==> src/hdl/pls_pkg.sv <==
package pls_pkg;

    // ------------------------------------------------------------------
    // Register byte offsets
    // ------------------------------------------------------------------
    localparam logic [7:0] REG_WIDTH = 8'h00;
    localparam logic [7:0] REG_LEVEL = 8'h04;
    localparam logic [7:0] REG_GAIN  = 8'h08;
    localparam logic [7:0] REG_FFG   = 8'h0C;
    localparam logic [7:0] REG_FFT   = 8'h10;
    localparam logic [7:0] REG_SMT   = 8'h14;
    localparam logic [7:0] REG_OSEL  = 8'h18;
    localparam logic [7:0] REG_SRC   = 8'h1C;
    localparam logic [7:0] REG_DROOP = 8'h20;
    localparam logic [7:0] REG_STAT  = 8'h24;
    localparam logic [7:0] REG_MASK  = 8'h28;
    localparam logic [7:0] REG_SPEED = 8'h2C;

    // ------------------------------------------------------------------
    // Reset values and setting limits
    // ------------------------------------------------------------------
    localparam logic [15:0] WIDTH_RST = 16'h0064;
    localparam logic [15:0] WIDTH_MAX = 16'h7FFF;
    localparam logic [15:0] LEVEL_RST = 16'h0028;
    localparam logic [15:0] LEVEL_MAX = 16'h0190;
    localparam logic [15:0] LEVEL_OFF = 16'h270F;
    localparam logic [15:0] GAIN_RST  = 16'h0019;
    localparam logic [15:0] GAIN_MAX  = 16'h0096;
    localparam logic [15:0] FFG_MAX   = 16'h0064;
    localparam logic [15:0] FFT_MAX   = 16'h1388;
    localparam logic [15:0] SMT_MAX   = 16'hC350;
    localparam logic [15:0] PANEL_MAX = 16'h270F;
    localparam logic [15:0] OSEL_POS  = 16'h0024;
    localparam logic [15:0] OSEL_NEG  = 16'h0088;
    localparam logic [15:0] ZERO16    = 16'h0000;

    // ------------------------------------------------------------------
    // Status bits, display code, timing
    // ------------------------------------------------------------------
    localparam int          STAT_FAULT = 0;
    localparam int          STAT_INPOS = 1;
    localparam logic [7:0]  FAULT_CODE = 8'h0D;
    localparam int          PERIOD_NS  = 40;
    localparam int          MS_NS      = 1000000;
    localparam int          LAG_SHIFT  = 4;

    typedef enum logic [0:0] {PLS_RUN = 1'b0, PLS_HALT = 1'b1} pls_state_e;

endpackage : pls_pkg

==> src/hdl/pls_lag_if.sv <==
`timescale 1ns/1ps
// Carries one first-order lag: input, output and time constant in ms
interface pls_lag_if;
    logic signed [31:0] x;
    logic signed [31:0] y;
    logic        [15:0] tau_ms;
    modport filt (input x, input tau_ms, output y);
    modport user (output x, output tau_ms, input y);
endinterface : pls_lag_if

==> src/hdl/pls_lag.sv <==
`timescale 1ns/1ps
// First-order lag: y moves 1/16 of the gap every tau/16 of time
module pls_lag #(
    parameter int CYC_PER_MS = 25000
) (
    input  wire logic clock,
    input  wire logic rst,
    pls_lag_if.filt   lag
);
    import pls_pkg::*;

    logic [31:0] step_cnt;
    logic [31:0] step_len;
    logic signed [31:0] gap;

    // Step length in cycles; the product cannot pass 2^31 for 16-bit tau
    always_comb
    begin
        step_len = 32'((32'(lag.tau_ms) * 32'(CYC_PER_MS)) >> LAG_SHIFT);
        gap      = lag.x - lag.y;
    end

    // ------------------------------------------------------------------
    // Filter state
    // ------------------------------------------------------------------
    // Zero time constant passes the input straight through
    always_ff @(posedge clock or posedge rst)
    begin
        if (rst)
        begin
            lag.y    <= 32'sh0000_0000;
            step_cnt <= 32'h0000_0000;
        end
        else if (lag.tau_ms == ZERO16)
        begin
            lag.y    <= lag.x;
            step_cnt <= 32'h0000_0000;
        end
        else if (step_cnt + 32'h0000_0001 >= step_len)
        begin
            // Nonzero gap always moves at least one count, so y settles
            if (gap > 32'sh0000_000F || gap < -32'sh0000_000F)
                lag.y <= lag.y + (gap >>> LAG_SHIFT);
            else if (gap != 32'sh0000_0000)
                lag.y <= lag.y + ((gap > 0) ? 32'sh0000_0001 : -32'sh0000_0001);
            step_cnt <= 32'h0000_0000;
        end
        else
            step_cnt <= step_cnt + 32'h0000_0001;
    end

endmodule : pls_lag

==> src/hdl/pls_supervisor.sv <==
// Chosen here: register access over APB and the register addresses.
`timescale 1ns/1ps
module pls_supervisor #(
    parameter int CYC_PER_MS = pls_pkg::MS_NS / pls_pkg::PERIOD_NS
) (
    input  wire logic        clock,
    input  wire logic        rst,
    input  wire logic        psel,
    input  wire logic        penable,
    input  wire logic        pwrite,
    input  wire logic [7:0]  paddr,
    input  wire logic [31:0] pwdata,
    output logic      [31:0] prdata,
    output logic             pready,
    output logic             pslverr,
    input  wire logic        cmd_pulse,
    input  wire logic        cmd_dir,
    input  wire logic        fb_pulse,
    input  wire logic        fb_dir,
    input  wire logic        option_fitted,
    output logic             in_position_flag,
    output logic             term_out,
    output logic             halt_drive,
    output logic      [7:0]  fault_code,
    output logic      [31:0] speed_cmd,
    output logic             irq
);
    import pls_pkg::*;

    // Elaboration check: a 1 ms lag step needs at least 16 cycles
    if (CYC_PER_MS < 16)
    begin : g_rate_check
        $error("CYC_PER_MS too small for the lag step");
    end

    // ------------------------------------------------------------------
    // Declarations
    // ------------------------------------------------------------------
    logic [15:0]        width;
    logic [15:0]        level;
    logic [15:0]        gain;
    logic [15:0]        ffg;
    logic [15:0]        fft;
    logic [15:0]        smt;
    logic [15:0]        osel;
    logic               panel;
    logic [1:0]         stat;
    logic [1:0]         mask;
    logic [4:0]         sync1;
    logic [4:0]         sync2;
    logic [4:0]         prev;
    logic signed [31:0] cmd_pos;
    logic signed [31:0] smooth_prev;
    logic signed [31:0] smooth_tick;
    logic signed [31:0] droop;
    logic signed [31:0] ff_raw;
    logic [31:0]        ms_cnt;
    logic [31:0]        droop_mag;
    logic               excess;
    logic               next_inpos;
    logic               wr_done;
    logic               wr_ok;
    logic               opt_ok;
    pls_state_e         state;
    pls_state_e         next_state;
    pls_lag_if          smooth_l ();
    pls_lag_if          ff_l ();

    // Range check shared by every setting register except REG_SRC and REG_MASK
    function automatic logic in_range(logic [31:0] v, logic [15:0] max, logic pan);
        in_range = (v[31:16] == ZERO16) && (v[15:0] <= max)
                   && !(pan && v[15:0] > PANEL_MAX);
    endfunction : in_range

    function automatic logic [31:0] abs32(logic signed [31:0] v);
        abs32 = (v < 0) ? 32'(-v) : 32'(v);
    endfunction : abs32

    // ------------------------------------------------------------------
    // Pin synchronisers
    // ------------------------------------------------------------------
    // Pulse pins are asynchronous; edges are taken after two flops
    always_ff @(posedge clock or posedge rst)
    begin
        if (rst)
        begin
            sync1 <= 5'h00;
            sync2 <= 5'h00;
            prev  <= 5'h00;
        end
        else
        begin
            sync1 <= {option_fitted, fb_dir, fb_pulse, cmd_dir, cmd_pulse};
            sync2 <= sync1;
            prev  <= sync2;
        end
    end

    assign opt_ok = sync2[4];

    // ------------------------------------------------------------------
    // Command position, smoothing and deviation counter
    // ------------------------------------------------------------------
    // Raw command position counts rising edges of the command pin
    always_ff @(posedge clock or posedge rst)
    begin
        if (rst)
            cmd_pos <= 32'sh0000_0000;
        else if (sync2[0] && !prev[0])
            cmd_pos <= sync2[1] ? cmd_pos - 32'sh0000_0001 : cmd_pos + 32'sh0000_0001;
    end

    assign smooth_l.x      = cmd_pos;
    assign smooth_l.tau_ms = smt;

    pls_lag #(.CYC_PER_MS(CYC_PER_MS)) u_smooth (
        .clock (clock),
        .rst   (rst),
        .lag   (smooth_l.filt)
    );

    // Droop gains smoothed command steps and loses feedback edges
    always_ff @(posedge clock or posedge rst)
    begin
        if (rst)
        begin
            droop       <= 32'sh0000_0000;
            smooth_prev <= 32'sh0000_0000;
        end
        else
        begin
            smooth_prev <= smooth_l.y;
            if (sync2[2] && !prev[2])
                droop <= droop + (smooth_l.y - smooth_prev)
                         + (sync2[3] ? 32'sh0000_0001 : -32'sh0000_0001);
            else
                droop <= droop + (smooth_l.y - smooth_prev);
        end
    end

    // ------------------------------------------------------------------
    // Feed-forward: command rate per ms, then its own lag
    // ------------------------------------------------------------------
    // A constant command gives zero rate, so stiffness at rest is untouched
    always_ff @(posedge clock or posedge rst)
    begin
        if (rst)
        begin
            ms_cnt      <= 32'h0000_0000;
            smooth_tick <= 32'sh0000_0000;
            ff_raw      <= 32'sh0000_0000;
        end
        else if (ms_cnt == 32'(CYC_PER_MS - 1))
        begin
            ms_cnt      <= 32'h0000_0000;
            smooth_tick <= smooth_l.y;
            ff_raw      <= smooth_l.y - smooth_tick;
        end
        else
            ms_cnt <= ms_cnt + 32'h0000_0001;
    end

    assign ff_l.x      = ff_raw;
    assign ff_l.tau_ms = fft;

    pls_lag #(.CYC_PER_MS(CYC_PER_MS)) u_fflag (
        .clock (clock),
        .rst   (rst),
        .lag   (ff_l.filt)
    );

    // Speed command: gain times droop plus scaled feed-forward, zero when halted
    always_ff @(posedge clock or posedge rst)
    begin
        if (rst)
            speed_cmd <= 32'h0000_0000;
        else if (next_state == PLS_HALT)
            speed_cmd <= 32'h0000_0000;
        else
            speed_cmd <= 32'(droop * $signed({16'h0000, gain}))
                       + 32'((ff_l.y * $signed({16'h0000, ffg}))
                       / $signed({16'h0000, FFG_MAX}));
    end

    // ------------------------------------------------------------------
    // Comparisons and fault state
    // ------------------------------------------------------------------
    always_comb
    begin
        droop_mag  = abs32(droop);
        next_inpos = droop_mag < {16'h0000, width};
        excess     = (level != LEVEL_OFF) && (droop_mag > {16'h0000, level});
        next_state = state;
        case (state)
            PLS_RUN:  if (excess) next_state = PLS_HALT;
            PLS_HALT: if (!stat[STAT_FAULT] && !excess) next_state = PLS_RUN;
            default:  next_state = PLS_RUN;
        endcase
    end

    // Halt stays until software clears the fault bit and droop is back
    always_ff @(posedge clock or posedge rst)
    begin
        if (rst)
        begin
            state      <= PLS_RUN;
            halt_drive <= 1'b0;
            fault_code <= 8'h00;
        end
        else
        begin
            state      <= next_state;
            halt_drive <= next_state == PLS_HALT;
            fault_code <= (next_state == PLS_HALT) ? FAULT_CODE : 8'h00;
        end
    end

    // In-position flag and the selectable output terminal
    always_ff @(posedge clock or posedge rst)
    begin
        if (rst)
        begin
            in_position_flag <= 1'b0;
            term_out         <= 1'b0;
        end
        else
        begin
            in_position_flag <= next_inpos;
            if (osel == OSEL_POS)
                term_out <= next_inpos;
            else if (osel == OSEL_NEG)
                term_out <= !next_inpos;
            else
                term_out <= 1'b0;
        end
    end

    // ------------------------------------------------------------------
    // APB slave
    // ------------------------------------------------------------------
    assign wr_done = psel && penable && pready && pwrite;

    // Settings other than REG_OSEL, REG_SRC and REG_MASK need the option board; values outside range are refused
    always_comb
    begin
        if (paddr == REG_WIDTH)
            wr_ok = opt_ok && in_range(pwdata, WIDTH_MAX, panel);
        else if (paddr == REG_LEVEL)
            wr_ok = opt_ok && (in_range(pwdata, LEVEL_MAX, panel)
                    || pwdata == {16'h0000, LEVEL_OFF});
        else if (paddr == REG_GAIN)
            wr_ok = opt_ok && in_range(pwdata, GAIN_MAX, panel);
        else if (paddr == REG_FFG)
            wr_ok = opt_ok && in_range(pwdata, FFG_MAX, panel);
        else if (paddr == REG_FFT)
            wr_ok = opt_ok && in_range(pwdata, FFT_MAX, panel);
        else if (paddr == REG_SMT)
            wr_ok = opt_ok && in_range(pwdata, SMT_MAX, panel);
        else if (paddr == REG_OSEL)
            wr_ok = in_range(pwdata, PANEL_MAX, 1'b0);
        else if (paddr == REG_SRC || paddr == REG_STAT || paddr == REG_MASK)
            wr_ok = 1'b1;
        else
            wr_ok = 1'b0;
    end

    // Answer one cycle after setup; data and error settle in setup too
    always_ff @(posedge clock or posedge rst)
    begin
        if (rst)
        begin
            pready  <= 1'b0;
            pslverr <= 1'b0;
            prdata  <= 32'h0000_0000;
        end
        else
        begin
            pready  <= psel && !penable;
            pslverr <= psel && !penable && (pwrite ? !wr_ok
                       : !(paddr <= REG_SPEED && paddr[1:0] == 2'b00));
            if (psel && !penable && !pwrite)
            begin
                if (paddr == REG_WIDTH)      prdata <= {16'h0000, width};
                else if (paddr == REG_LEVEL) prdata <= {16'h0000, level};
                else if (paddr == REG_GAIN)  prdata <= {16'h0000, gain};
                else if (paddr == REG_FFG)   prdata <= {16'h0000, ffg};
                else if (paddr == REG_FFT)   prdata <= {16'h0000, fft};
                else if (paddr == REG_SMT)   prdata <= {16'h0000, smt};
                else if (paddr == REG_OSEL)  prdata <= {16'h0000, osel};
                else if (paddr == REG_SRC)   prdata <= {31'h0000_0000, panel};
                else if (paddr == REG_DROOP) prdata <= droop;
                else if (paddr == REG_STAT)  prdata <= {30'h0000_0000, stat};
                else if (paddr == REG_MASK)  prdata <= {30'h0000_0000, mask};
                else if (paddr == REG_SPEED) prdata <= speed_cmd;
                else                         prdata <= 32'h0000_0000;
            end
        end
    end

    // Setting registers take effect only on the completing edge
    always_ff @(posedge clock or posedge rst)
    begin
        if (rst)
        begin
            width <= WIDTH_RST;
            level <= LEVEL_RST;
            gain  <= GAIN_RST;
            ffg   <= ZERO16;
            fft   <= ZERO16;
            smt   <= ZERO16;
            osel  <= ZERO16;
            panel <= 1'b0;
            mask  <= 2'b00;
        end
        else if (wr_done && wr_ok)
        begin
            if (paddr == REG_WIDTH)      width <= pwdata[15:0];
            else if (paddr == REG_LEVEL) level <= pwdata[15:0];
            else if (paddr == REG_GAIN)  gain  <= pwdata[15:0];
            else if (paddr == REG_FFG)   ffg   <= pwdata[15:0];
            else if (paddr == REG_FFT)   fft   <= pwdata[15:0];
            else if (paddr == REG_SMT)   smt   <= pwdata[15:0];
            else if (paddr == REG_OSEL)  osel  <= pwdata[15:0];
            else if (paddr == REG_SRC)   panel <= pwdata[0];
            else if (paddr == REG_MASK)  mask  <= pwdata[1:0];
        end
    end

    // ------------------------------------------------------------------
    // Interrupt status: sticky, write one to clear, set beats clear
    // ------------------------------------------------------------------
    always_ff @(posedge clock or posedge rst)
    begin
        if (rst)
        begin
            stat <= 2'b00;
            irq  <= 1'b0;
        end
        else
        begin
            stat <= (stat & ~((wr_done && paddr == REG_STAT) ? pwdata[1:0] : 2'b00))
                  | {next_inpos && !in_position_flag, excess};
            irq  <= |(stat & mask);
        end
    end

    // ------------------------------------------------------------------
    // Assertions
    // ------------------------------------------------------------------
    property p_inpos_on;
        @(posedge clock) disable iff (rst)
        (droop_mag < {16'h0000, width}) |=> in_position_flag;
    endproperty
    a_inpos_on: assert property (p_inpos_on) else $error("in-position not set");

    property p_inpos_off;
        @(posedge clock) disable iff (rst)
        (droop_mag >= {16'h0000, width}) |=> !in_position_flag;
    endproperty
    a_inpos_off: assert property (p_inpos_off) else $error("in-position not cleared");

    property p_term;
        @(posedge clock) disable iff (rst)
        ($past(osel) == OSEL_NEG) |-> (term_out == !in_position_flag);
    endproperty
    a_term: assert property (p_term) else $error("terminal polarity wrong");

    property p_excess;
        @(posedge clock) disable iff (rst)
        (level != LEVEL_OFF && droop_mag > {16'h0000, level}) |=> halt_drive;
    endproperty
    a_excess: assert property (p_excess) else $error("excess did not halt");

    property p_halt;
        @(posedge clock) disable iff (rst)
        halt_drive |-> (speed_cmd == 32'h0000_0000 && fault_code == FAULT_CODE);
    endproperty
    a_halt: assert property (p_halt) else $error("halt without stop or code");

    property p_off;
        @(posedge clock) disable iff (rst)
        (level == LEVEL_OFF && state == PLS_RUN) |=> !halt_drive;
    endproperty
    a_off: assert property (p_off) else $error("fault while disabled");

    property p_option;
        @(posedge clock) disable iff (rst)
        (wr_done && paddr == REG_GAIN && !opt_ok) |=> gain == $past(gain);
    endproperty
    a_option: assert property (p_option) else $error("gain written without option");

    property p_panel;
        @(posedge clock) disable iff (rst)
        (wr_done && panel && paddr == REG_WIDTH && pwdata[15:0] > PANEL_MAX)
            |-> pslverr ##1 (width == $past(width));
    endproperty
    a_panel: assert property (p_panel) else $error("panel cap not kept");

    c_fault: cover property (@(posedge clock) disable iff (rst) $rose(halt_drive));
    c_inpos: cover property (@(posedge clock) disable iff (rst) $rose(in_position_flag));
    c_refuse: cover property (@(posedge clock) disable iff (rst) pready && pslverr);

endmodule : pls_supervisor

==> config.mk <==
export PLATFORM = sky130hd
export DESIGN_NAME = pls_supervisor
export DESIGN_NICKNAME = d
export VERILOG_FILES = /design/src/hdl/pls_pkg.sv /design/src/hdl/pls_lag_if.sv /design/src/hdl/pls_lag.sv /design/src/hdl/pls_supervisor.sv
export SDC_FILE = /design/constraint.sdc
export NUM_CORES = 2
export LEC_CHECK = 0
export ABC_CLOCK_PERIOD_IN_PS = 34200
export BUFFER_PORTS_ARGS = -buffer_cell sky130_fd_sc_hd__buf_2
export CORE_MARGIN = 1.5
export CORE_UTILIZATION = 60
export CTS_CLUSTER_DIAMETER = 150
export DETAILED_ROUTE_END_ITERATION = 8
export PLACE_DENSITY = 0.85
export SETUP_SLACK_MARGIN = 0.02
export SYNTH_ARGS = -nofsm -noshare
export SYNTH_HDL_FRONTEND = slang
export SYNTH_HIERARCHICAL = 1
export SYNTH_SLANG_ARGS = --single-unit
export TNS_END_PERCENT = 50
==> constraint.sdc <==
create_clock -name clock -period 34.2 [get_ports clock]
set_input_delay 6.84 -clock clock [delete_from_list [all_inputs] [get_ports clock]]
set_output_delay 6.84 -clock clock [all_outputs]
set_load 0.01 [all_outputs]
==> metrics.yaml <==
cp_top_family: "compound AO/OA/AOI/OAI gates"
yosysWarnings: 6
crit_path_end: "speed_cmd[31]$_DFF_PP0_"
ys_types: 145
synth.avg_cell_area_um2: 8.557
finalCritPeriodShare_pct: 95.18
end_kind: "flop"
synthToLayoutAreaGrowth_pct: 6.762
synth_area_leaders: "fa_1, dfrtp_1, ha_1, inv_1, nand2_1"
critPathLaunch: "ffg[4]$_DFFE_PP0P_"
reg2reg_slack_ns: 1.65
rr_worst_depth: 123
synth_top_area_cell: "fa_1"
yosysMostFrequentCell: "inv_1"
wire_per_inst_um: 21.98
fill_cells: 10270
io_buffers: 122
die_area_um2: 130600
clkTransAtPathRegs_ns: 0.06
grt_pass1_wl_um: 372100
dr.pass1.iters: 9
fin_util_pct: 64.51
power.density_nw_per_um2: 67.78
io_pins: 128
cts_root_buf: "clkbuf_16"
cp.required_ns: 34.72
netlist.area_leader.share_pct: 19.85
gp_congestion: 1.086
layout_min_cycle_time_ns: 32.55
multiInputGateArea_um2: 57590
cts_sinks: 519
synth_area_um2: 77050
worstReg2RegEnd: "speed_cmd[31]$_DFF_PP0_"
cts_tree: "yes"
grt_overflow: 0
async_flop_share_pct: 100.0
ir_drop_uv: 164.3
finalMaxSlewViolations: 0
vias_per_cell: 6.268
row_count: 131
critical_path_depth: 123
path_class: "reg2reg"
path_buf_inv: 12
maxCapViolCount: 0
grt_usage_pct: 35.80
total_power_w: 0.005575
first_global_vias: 68110
cp_slowest_stage_delay_ns: 0.83
dpl.hpwl_um: 184600
ant_nets: 0
first_iter_violations: 6840
fmax_mhz: 30.72
synthFlopType: "dfrtp_1"
r2r_start: "ffg[4]$_DFFE_PP0P_"
antenna_found_initial: 24
cts_buffers: 61
clock_skew_ns: 0.07198
crit_fanout: 20
syn_inst: 9005
synth_seq_area_share_pct: 16.87
regArea_um2: 13050
wirelength_um: 235400
grt_start_max_net_pins: 121
drive_gt1_share_pct: 8.848
final_area_um2: 82260
fp.dieW_um: 361.4
crit_path_frequent_cell: "a21oi_1"
synth_enable_flop_cells: 0
clk_latency_ns: 0.73
die_y_um: 361.4
slew_headroom_pct: 9.673
ys_seq_elements: 519
synth_common_cells: "inv_1, nand2_1, fa_1"
startpoint_type: "flop"
drc: 2
violations: "DRC"
tightest_slew_ns: 1.355
status: "finished with violations"
arrival_ns: 33.07
cts_buffer_depth: 3
start_util_pct: 60.42
dpl_cell_area_um2: 79120
fin_nets: 10510
crit_slowest_cell: "a222oi_1"
p_leak_nw: 39.91
hold_viol_final: 0
vias: 67120
h-tree-depth: 2
setup_viol: 0
fp.coreArea_um2: 127500
hp-class: "reg2reg"
## layout make-up
cell class,instances,share of cell area (%)
diodes,17,0.05171
flip-flops and latches,519,15.87
multi-input cells,6662,70.01
clock buffers,76,2.034
clock inverters,40,0.6692
inverters,1449,6.621
repair buffers,284,2.221
well taps,1662,2.528
## layer usage
layer | up-vias | global-route usage (%) | part of all wire, %
met5 | - | 0 | 0.020
met4 | 8 | 15.31 | 5.0
met3 | 734 | 9.494 | 11
met2 | 3301 | 56.25 | 44
met1 | 32960 | 46.62 | 39
li1 | 30120 | - | -
## where the power goes
| part | internal [W] | leakage, nW | switching, W |
|---|---|---|---|
| logic | 0.00175 | 32.1 | 0.00221 |
| clock network | 0.000420 | 1.08 | 0.000301 |
| registers | 0.000711 | 6.78 | 0.000177 |
## what timing repair did
| action | 4_1_cts | 5_1_grt |
|---|---|---|
| setup buffers | 0 | 41 |
| hold buffers | 0 | 0 |
| endpoints found under the setup margin | 0 | 16 |
| resized for setup | 0 | 130 |
## cell families (layout without fill, tap and decap cells)
family	count (synthesis)	in the layout	synth area share (%)
flip-flops	519	519	16.87
AND/OR/NAND/NOR	2575	2575	16.41
buffers and inverters	1836	1849	9.210
XOR/XNOR	554	554	6.354
AO/OA/AOI/OAI	1848	1848	16.99
adder cells (fa/ha/maj)	1493	1493	31.66
multiplexers	177	177	2.489
other	3	32	0.01461
## worst min path at each step
stage                  startpoint                  to  slack, ns  cells after the start
2_1_floorplan  sync1[0]$_DFF_PP0_  sync2[0]$_DFF_PP0_       0.33                      0
3_3_place_gp   sync1[1]$_DFF_PP0_  sync2[1]$_DFF_PP0_       0.33                      0
3_5_place_dp   sync1[1]$_DFF_PP0_  sync2[1]$_DFF_PP0_       0.34                      0
4_1_cts        sync1[3]$_DFF_PP0_  sync2[3]$_DFF_PP0_       0.35                      0
5_1_grt        sync1[3]$_DFF_PP0_  sync2[3]$_DFF_PP0_       0.35                      0
6_report       sync1[1]$_DFF_PP0_  sync2[1]$_DFF_PP0_       0.34                      0
## sequential cells by signal (all words and copies together) (netlist names), 32 cells and up
| signal | count |
|---|---|
| u_smooth/lag.y | 32 |
| u_fflag/step_cnt | 32 |
| u_smooth/step_cnt | 32 |
| ms_cnt | 32 |
| cmd_pos | 32 |
| u_fflag/lag.y | 32 |
| droop | 32 |
| speed_cmd | 32 |
| ff_l.x | 32 |
| prdata | 32 |
| smooth_prev | 32 |
| smooth_tick | 32 |
## layout by cell type, fill, tap and decap left out, types with 64 or more instances in the layout
cell type	n
inv_1	1444
nand2_1	958
fa_1	764
ha_1	721
dfrtp_1	483
xnor2_1	402
nor2_1	395
a21oi_1	350
o21ai_0	332
and2_1	331
nand3_1	199
a21o_1	185
buf_4	162
xor2_1	137
buf_2	122
nor3_1	121
and3_1	119
o21bai_1	119
a31oi_1	113
mux2_2	111
nand4_1	88
nor4_1	64
## stage by stage
step                      setup TNS (ns)  cells  worst slack [ns]  hold slack (ns)
after CTS                              0  10650           0.08394           0.3462
final                                  0  10710             1.647           0.3426
after detailed placement               0  10540            0.1439           0.3358
after floorplan                        0   9017             5.347           0.3312
after global placement                 0  10540            0.9273           0.3323
after global routing             -0.2301  10690           -0.1415           0.3517
(Power assumes the default switching activity.)
